## config.mk

```make
export PLATFORM = sky130hd
export DESIGN_NAME = hcc_chopper
export DESIGN_NICKNAME = d
export VERILOG_FILES = /design/src/hdl/hcc_pkg.sv /design/src/hdl/hcc_chopper.sv
export SDC_FILE = /design/constraint.sdc
export NUM_CORES = 1
export LEC_CHECK = 0
export CAP_MARGIN = 20
export CORE_UTILIZATION = 54
export CTS_CLUSTER_DIAMETER = 120
export DETAILED_ROUTE_END_ITERATION = 16
export DONT_BUFFER_PORTS = 1
export GPL_ROUTABILITY_DRIVEN = 1
export PLACE_DENSITY = 0.69
export SETUP_SLACK_MARGIN = 0.3
export SYNTH_ARGS = -nofsm -noshare
export SYNTH_HDL_FRONTEND = slang
export SYNTH_SLANG_ARGS = --single-unit
export TNS_END_PERCENT = 100
```

## constraint.sdc

```tcl
create_clock -name MCLK -period 3.7 [get_ports MCLK]
set_input_delay 0.185 -clock MCLK [delete_from_list [all_inputs] [get_ports MCLK]]
set_output_delay 0.185 -clock MCLK [all_outputs]
set_load 0.03 [all_outputs]
```

## src/hdl/hcc_pkg.sv

```systemverilog
// constants and types of the hysteresis chopper timing block
package hcc_pkg;
  // ==========================================================
  // timing figures in system clock cycles
  localparam int unsigned SLOW_BASE_CLKS  = 24;   // slow decay base
  localparam int unsigned SLOW_STEP_CLKS  = 32;   // per off-time code
  localparam int unsigned DEC_PERIOD_CLKS = 16;   // clocks per decrement
  localparam logic [5:0]  BLANK_CLKS_0    = 6'd16;
  localparam logic [5:0]  BLANK_CLKS_1    = 6'd24;
  localparam logic [5:0]  BLANK_CLKS_2    = 6'd36;
  localparam logic [5:0]  BLANK_CLKS_3    = 6'd54;
  localparam int signed   END_CODE_BIAS   = 3;    // end value = code - 3
  // ==========================================================
  // field widths and reset values
  localparam int unsigned OFF_TIME_W   = 4;
  localparam int unsigned HYST_START_W = 3;
  localparam int unsigned HYST_END_W   = 4;
  localparam int unsigned BLANK_SEL_W  = 2;
  localparam int unsigned HYST_W  = 6;            // signed hysteresis
  localparam int unsigned CNT_W   = 9;            // up to 24+32*15 = 504
  localparam logic [CNT_W-1:0] CNT_RST = 9'h000;
  localparam logic [3:0]  DIV_RST = 4'h0;
  localparam logic signed [HYST_W-1:0] HYST_RST = 6'sh00;
  localparam logic [5:0]  BLANK_RST = 6'h00;

  typedef enum logic [2:0] {
    HCC_OFF, HCC_ON, HCC_SLOW1, HCC_FAST, HCC_SLOW2
  } hcc_phase_t;

  typedef struct packed {
    hcc_phase_t                 phase;
    logic [CNT_W-1:0]           cnt;       // slow decay timer
    logic [5:0]                 blank;     // blanking timer
    logic [3:0]                 div;       // decrement prescaler
    logic signed [HYST_W-1:0]   hyst;      // active hysteresis
    logic signed [HYST_W-1:0]   hyst_end;  // latched end value
    logic [CNT_W-1:0]           slow_len;  // latched slow length
    logic [5:0]                 blank_len; // latched blank length
    logic                       on_drv;
    logic                       fast_drv;
    logic                       slow_drv;
    logic                       cyc_start;
  } hcc_state_t;
endpackage : hcc_pkg

```

## src/hdl/hcc_chopper.sv

```systemverilog
// one-coil hysteresis chopper phase sequencer with blanking and decrementer
`timescale 1ns/1ps
module hcc_chopper
  import hcc_pkg::*;
(
  input  wire logic               MCLK,
  input  wire logic               RST,
  input  wire logic [OFF_TIME_W-1:0]   OFF_TIME_SETTING,
  input  wire logic [HYST_START_W-1:0] HYSTERESIS_START_OFFSET,
  input  wire logic [HYST_END_W-1:0]   HYSTERESIS_END_VALUE,
  input  wire logic [BLANK_SEL_W-1:0]  BLANK_TIME_SELECT,
  input  wire logic               CHOPPER_MODE,     // 0 = hysteresis chopper
  input  wire logic               CMP_ABOVE_TARGET, // current >= target
  input  wire logic               CMP_BELOW_HYST,   // current < target - hyst
  output logic                    BRIDGE_ON,
  output logic                    BRIDGE_FAST,
  output logic                    BRIDGE_SLOW,
  output logic                    CYCLE_START,
  output logic signed [HYST_W-1:0] HYST_ACTIVE
);
  // ==========================================================
  // state
  hcc_state_t s_q;
  hcc_state_t s_d;
  logic       enable;
  logic       blank_done;
  logic [5:0] blank_sel;
  logic [CNT_W-1:0]         slow_sel;
  logic signed [HYST_W-1:0] hyst_end_sel;
  logic signed [HYST_W-1:0] hstart_sel;

  // zero off time disables the chopper
  assign enable = (OFF_TIME_SETTING != '0) && !CHOPPER_MODE;

  always_comb begin
    case (BLANK_TIME_SELECT)
      2'd0:    blank_sel = BLANK_CLKS_0;
      2'd1:    blank_sel = BLANK_CLKS_1;
      2'd2:    blank_sel = BLANK_CLKS_2;
      default: blank_sel = BLANK_CLKS_3;
    endcase
  end

  // slow decay length from off time
  assign slow_sel = CNT_W'(SLOW_BASE_CLKS + SLOW_STEP_CLKS * OFF_TIME_SETTING);
  // end value is code minus three
  assign hyst_end_sel = $signed({2'b00, HYSTERESIS_END_VALUE}) - HYST_W'(END_CODE_BIAS);
  // start offset is code plus one on top of end
  assign hstart_sel = hyst_end_sel + $signed({3'b000, HYSTERESIS_START_OFFSET}) + 6'sd1;

  // comparator only counts once blanking has run out
  assign blank_done = (s_q.blank == '0);

  // ==========================================================
  // next state
  always_comb begin
    s_d = s_q;
    s_d.cyc_start = 1'b0;
    if (s_q.blank != '0) begin
      s_d.blank = s_q.blank - 6'd1;
    end
    // decrement prescaler, every 16 clocks in a cycle
    if (s_q.phase != HCC_OFF) begin
      s_d.div = s_q.div + 4'd1;
      if (s_q.div == 4'(DEC_PERIOD_CLKS - 1) && s_q.hyst > s_q.hyst_end) begin
        s_d.hyst = s_q.hyst - 6'sd1;
      end
    end
    case (s_q.phase)
      HCC_OFF: begin
        if (enable) begin
          s_d.phase = HCC_ON;
          s_d.cyc_start = 1'b1;
          s_d.slow_len  = slow_sel;
          s_d.blank_len = blank_sel;
          s_d.hyst_end  = hyst_end_sel;
          s_d.hyst      = hstart_sel;
          s_d.div       = DIV_RST;
          s_d.blank     = blank_sel - 6'd1;
        end
      end
      HCC_ON: begin
        // on ends at target after blanking
        if (blank_done && CMP_ABOVE_TARGET) begin
          // on is followed by first slow decay
          s_d.phase = HCC_SLOW1;
          s_d.cnt   = s_q.slow_len - 9'd1;
        end
      end
      HCC_SLOW1: begin
        if (s_q.cnt == '0) begin
          s_d.phase = HCC_FAST;
          s_d.blank = s_q.blank_len - 6'd1;
        end else begin
          s_d.cnt = s_q.cnt - 9'd1;
        end
      end
      HCC_FAST: begin
        // fast ends below target by hysteresis
        if (blank_done && CMP_BELOW_HYST) begin
          s_d.phase = HCC_SLOW2;
          s_d.cnt   = s_q.slow_len - 9'd1;
        end
      end
      HCC_SLOW2: begin
        if (s_q.cnt == '0) begin
          s_d.phase = HCC_OFF;
        end else begin
          s_d.cnt = s_q.cnt - 9'd1;
        end
      end
      default: s_d.phase = HCC_OFF;
    endcase
    // off time zero or other mode: free-wheel at once
    if (!enable) begin
      s_d.phase = HCC_OFF;
    end
    s_d.on_drv   = (s_d.phase == HCC_ON);
    s_d.fast_drv = (s_d.phase == HCC_FAST);
    s_d.slow_drv = (s_d.phase == HCC_SLOW1) || (s_d.phase == HCC_SLOW2);
  end

  // ==========================================================
  // state register; off state between cycles costs one clock
  always_ff @(posedge MCLK or posedge RST) begin
    if (RST) begin
      s_q <= '{phase: HCC_OFF, cnt: CNT_RST, blank: BLANK_RST, div: DIV_RST,
               hyst: HYST_RST, hyst_end: HYST_RST, slow_len: CNT_RST,
               blank_len: BLANK_RST, on_drv: 1'b0, fast_drv: 1'b0,
               slow_drv: 1'b0, cyc_start: 1'b0};
    end else begin
      s_q <= s_d;
    end
  end

  // outputs straight from flops
  assign BRIDGE_ON   = s_q.on_drv;
  assign BRIDGE_FAST = s_q.fast_drv;
  assign BRIDGE_SLOW = s_q.slow_drv;
  assign CYCLE_START = s_q.cyc_start;
  assign HYST_ACTIVE = s_q.hyst;

  // ==========================================================
  // assertions
  // slow timer load
  a_slow_length: assert property (@(posedge MCLK) disable iff (RST)
    $rose(s_q.phase == HCC_SLOW1) |-> (s_q.phase == HCC_SLOW1) [*1] ##0
      (s_q.cnt == s_q.slow_len - 9'd1))
    else $error("slow decay timer not loaded with slow length");
  a_order_slow1: assert property (@(posedge MCLK) disable iff (RST)
    (s_q.phase == HCC_FAST) |-> $past(s_q.phase) inside {HCC_SLOW1, HCC_FAST})
    else $error("fast decay not preceded by first slow decay");
  a_order_slow2: assert property (@(posedge MCLK) disable iff (RST)
    (s_q.phase == HCC_SLOW2) |-> $past(s_q.phase) inside {HCC_FAST, HCC_SLOW2})
    else $error("second slow decay not preceded by fast decay");
  a_start_pulse: assert property (@(posedge MCLK) disable iff (RST)
    s_q.cyc_start |-> (s_q.phase == HCC_ON && $past(s_q.phase) == HCC_OFF))
    else $error("cycle start pulse outside first on clock");
  // on held while blanking; only a disable may cut it
  a_blank_mask: assert property (@(posedge MCLK) disable iff (RST)
    (s_q.phase == HCC_ON && s_q.blank != '0) |=> (s_q.phase == HCC_ON || !$past(enable)))
    else $error("on phase ended during blanking");
  a_fast_mask: assert property (@(posedge MCLK) disable iff (RST)
    (s_q.phase == HCC_FAST && s_q.blank != '0) |=> (s_q.phase == HCC_FAST || !$past(enable)))
    else $error("fast decay ended during blanking");
  a_blank_fast: assert property (@(posedge MCLK) disable iff (RST)
    $rose(s_q.phase == HCC_FAST) |-> (s_q.blank == s_q.blank_len - 6'd1))
    else $error("fast decay not blanked");
  a_hyst_floor: assert property (@(posedge MCLK) disable iff (RST)
    (s_q.phase != HCC_OFF) |-> (s_q.hyst >= s_q.hyst_end))
    else $error("hysteresis below end value");
  a_hyst_step: assert property (@(posedge MCLK) disable iff (RST)
    (s_q.phase != HCC_OFF && $past(s_q.phase) != HCC_OFF && s_q.hyst != $past(s_q.hyst))
      |-> ($past(s_q.div) == 4'hf && s_q.hyst == $past(s_q.hyst) - 6'sd1))
    else $error("hysteresis stepped off the 16 clock grid");
  a_freewheel: assert property (@(posedge MCLK) disable iff (RST)
    (OFF_TIME_SETTING == '0) |=> !BRIDGE_ON && !BRIDGE_FAST && !BRIDGE_SLOW)
    else $error("bridge driven with zero off time");
  a_load_start: assert property (@(posedge MCLK) disable iff (RST)
    (s_q.phase == HCC_OFF && enable) |=> (s_q.hyst == $past(hstart_sel)
      && s_q.slow_len == $past(slow_sel)))
    else $error("cycle start did not latch fields");

  // main scenarios, including a cycle cut short by a disable
  c_full_cycle: cover property (@(posedge MCLK) disable iff (RST)
    s_q.phase == HCC_SLOW2 ##1 s_q.phase == HCC_OFF);
  c_hyst_reaches_end: cover property (@(posedge MCLK) disable iff (RST)
    s_q.phase == HCC_FAST && s_q.hyst == s_q.hyst_end);
  c_fast_ended: cover property (@(posedge MCLK) disable iff (RST)
    s_q.phase == HCC_FAST ##1 s_q.phase == HCC_SLOW2);
  c_forced_idle: cover property (@(posedge MCLK) disable iff (RST)
    s_q.phase == HCC_FAST ##1 s_q.phase == HCC_OFF);
  c_long_blank: cover property (@(posedge MCLK) disable iff (RST)
    s_q.cyc_start && s_q.blank_len == BLANK_CLKS_3);
endmodule // hcc_chopper

```

==> results.yml <==
cts:
  numCtsBuffers: 5
  clk_pin_slew_ps: 80
  tritoncts: "yes"
  cts-resized-gates: 0
  clock_sink_count: 46
  root_buffer: "clkbuf_8"
  cts_buffer_depth: 2
  cts_setup_buffers: 0
  htree_num_levels: 2
  insertion_delay_ps: 290
synth:
  ys_seq_area_share_pct: 39.4
  yosys.area_share.adder_pct: 8.40
  synth_top_area_share_pct: 39.4
  mappedNetlistNets: 374
  ys_types: 58
  synth_top_family_by_area: "simple AND/OR/NAND/NOR gates"
  synthSimpleGateAreaFrac_pct: 20.6
  synthTopCellsByCount: "dfrtp_1 (46), nand2_1 (40), inv_1 (33), o21ai_0 (26), nor2_1 (22)"
  synth_compound_area_share_pct: 18.3
  synth-edff-count: 0
  async_reset_ff_share_pct: 100
  yosysMostFrequentCell: "dfrtp_1"
  synthTopCellsByArea: "dfrtp_1 (39%), ha_1 (7.7%), nand2_1 (5.1%), o21ai_0 (4.5%), inv_1 (4.2%)"
  synthMuxAreaShare_pct: 0.343
  synth_cells: 337
  ys_warn_count: 0
  ys.flop_type: "dfrtp_1"
  synth-xor-area-share_pct: 5.10
  synth_top_area_cell: "dfrtp_1"
  syn_area_per_cell_um2: 8.66
  synth-seq-cells: 46
  syn-cell-area_um2: 2920
finish:
  fillers: 456
  diodes: 0
  drive_above_1_share_pct: 6.33
  ff_latch_area_um2: 1150
  multi_input_area_um2: 1540
  fin_cells: 402
  nets: 370
  area_delta_synth_final_pct: 4.63
global_route:
  grt_first_pass_wirelength_um: 10300
  grtUsageTotal_pct: 23.9
  grt_max_degree: 47
  overflow: 0
  antenna_found_initial: 0
  grt_pass1_vias: 2136
setup_path:
  crit_required_ps: 3910
  cp-start-kind: "flip-flop"
  path_cells: "ha_1, a21o_1, a2111oi_0, a211oi_2, a311o_1, o211ai_1"
  critical_path_arrival_ps: 2810
  critPathMaxFanout: 10
  crit_slowest_cell: "a2111oi_0"
  worstSetupPathType: "reg2reg"
  endpoint_kind: "flip-flop"
  critPathMaxStageDelay_ps: 630
placement:
  portBuffers: 0
  dp.cells: 391
  dpl.hpwl_um: 4520
  place_congestion: 0.834
  pre_cts_ws_ps: 1120
floorplan:
  core_region_area_um2: 5170
  dieArea_um2: 5700
  die_w_um: 75.5
  pin_count: 28
  die_y_um: 75.5
  num_rows: 26
  start_util_pct: 56.4
power_and_ir_drop:
  ir_drop_mv: 0.289
  p_comb_share_pct: 33.8
  intPower_w: 0.000969
  power.total_w: 0.00156
  switchingPower_w: 0.000588
  swShare_pct: 37.8
  p_per_area_nw_per_um2: 510
  p_seq_share_pct: 46.6
  leakage_nw: 1.39
  clockPowerShare_pct: 19.5
timing:
  maxSlewHeadroom_pct: 47.3
  fmax_ghz: 0.386
  finalHoldViolCount: 0
  setup_ws_ps: 1110
  period_needed_ps: 2590
  slew_violations: 0
  period_share_pct: 70.1
  setup_violations: 0
  hold_slack_ps: 11.2
  fin_skew_ps: 4.85
  finalSetupTns_ps: 0
  worstMarginPinSlew_ps: 790
  rsz0062_at_grt: "false"
job:
  drv_cap: 0
min_path:
  hp-class: "in2reg"
routing:
  drtAntennaViolNets: 0
  num_vias: 2323
  drt_wl_total_um: 6160
  drt_first_pass_iters: 5
  drc_errors: 0
  wire_per_inst_um: 15.3
  drt_iter0_markers: 203
  vias_per_cell: 5.78
outcome:
  status: "complete, no violations"
## worst paths after layout
| kind | start | end | slack, ps | cells after the start |
|---|---|---|---|---|
| hold / removal | OFF_TIME_SETTING[0] | s_q[15] | 10 | 2 |
| hold reg to reg | s_q[19] | s_q[19] | 500 | 2 |
| setup / recovery | HYST_ACTIVE[3] | HYST_ACTIVE[3] | 1110 | 6 |
| max in group asynchronous | RST | s_q[44] | 2890 | 3 |
| setup reg to reg | HYST_ACTIVE[3] | HYST_ACTIVE[3] | 1110 | 6 |
| min in group asynchronous | RST | HYST_ACTIVE[4] | 320 | 2 |
## metal layers
layer	vias up	routed length, um	track usage (%)
met5	-	0	0
met4	0	68	5.14
met3	12	171	4.10
met2	47	2870	36.6
met1	1098	3050	35.6
li1	1166	-	-
## through the flow
stage,util (%),area [um^2]
3_3_place_gp,56.3,2910
6_report,59.0,3050
4_1_cts,58.5,3020
3_5_place_dp,56.3,2910
5_1_grt,59.0,3050
2_1_floorplan,-,2920
## final cells by class
type	count	area share, %
clock buffers	6	2.70
inverters	33	4.06
multi-input cells	241	50.5
flip-flops and latches	46	37.7
well taps	70	2.87
repair buffers	6	2.21
## sequential cells by signal (all words and copies together), names as in the netlist
name         cells
s_q             36
HYST_ACTIVE      6
BRIDGE_FAST      1
BRIDGE_ON        1
BRIDGE_SLOW      1
CYCLE_START      1
## what timing repair did
action / 4_1_cts / 5_1_grt
hold buffers: 3 / 1
endpoints found under the hold margin: 3 / 15
endpoints found under the setup margin: 0 / 0
## cells by family (layout without fill, tap and decap cells)
| family | after synthesis | in the layout |
|---|---|---|
| AND/OR/NAND/NOR | 121 | 121 |
| AO/OA/AOI/OAI | 83 | 83 |
| buffers and inverters | 50 | 45 |
| flip-flops | 46 | 46 |
| adder cells (fa/ha/maj) | 19 | 19 |
| XOR/XNOR | 17 | 17 |
| multiplexers | 1 | 1 |
## power groups by stage
stage / clock [W] / sequential, W / combinational (W)
2_1_floorplan: 0 / 0.000676 / 0.000475
3_3_place_gp: 0 / 0.000734 / 0.000505
3_5_place_dp: 0 / 0.000735 / 0.000517
4_1_cts: 0.000314 / 0.000725 / 0.000522
5_1_grt: 0.000332 / 0.000742 / 0.000598
6_report: 0.000304 / 0.000727 / 0.000527
## worst max-delay path, delay by kind of cell, from the launching register on
kind,cells,cell delay (ps)
adder cells (fa/ha/maj),1,380
flip-flops,1,540
AO/OA/AOI/OAI,5,1580
## layout by cell type, fill, tap and decap left out, types with 3 or more instances in the layout
cell type	instances
dfrtp_1	46
nand2_1	40
inv_1	32
o21ai_0	26
nor2_1	22
a21oi_1	20
nor3_1	18
ha_1	18
xnor2_1	13
nand3_1	10
clkbuf_8	6
xor2_1	4
nand2b_1	4
a31oi_1	4
o211ai_1	4
o221ai_1	4
dlygate4sd3_1	4
nor2b_1	3
a21o_1	3
and2_1	3
nor4_1	3
nand4_1	3
o22ai_1	3
Power figures use the tool's default switching activity.
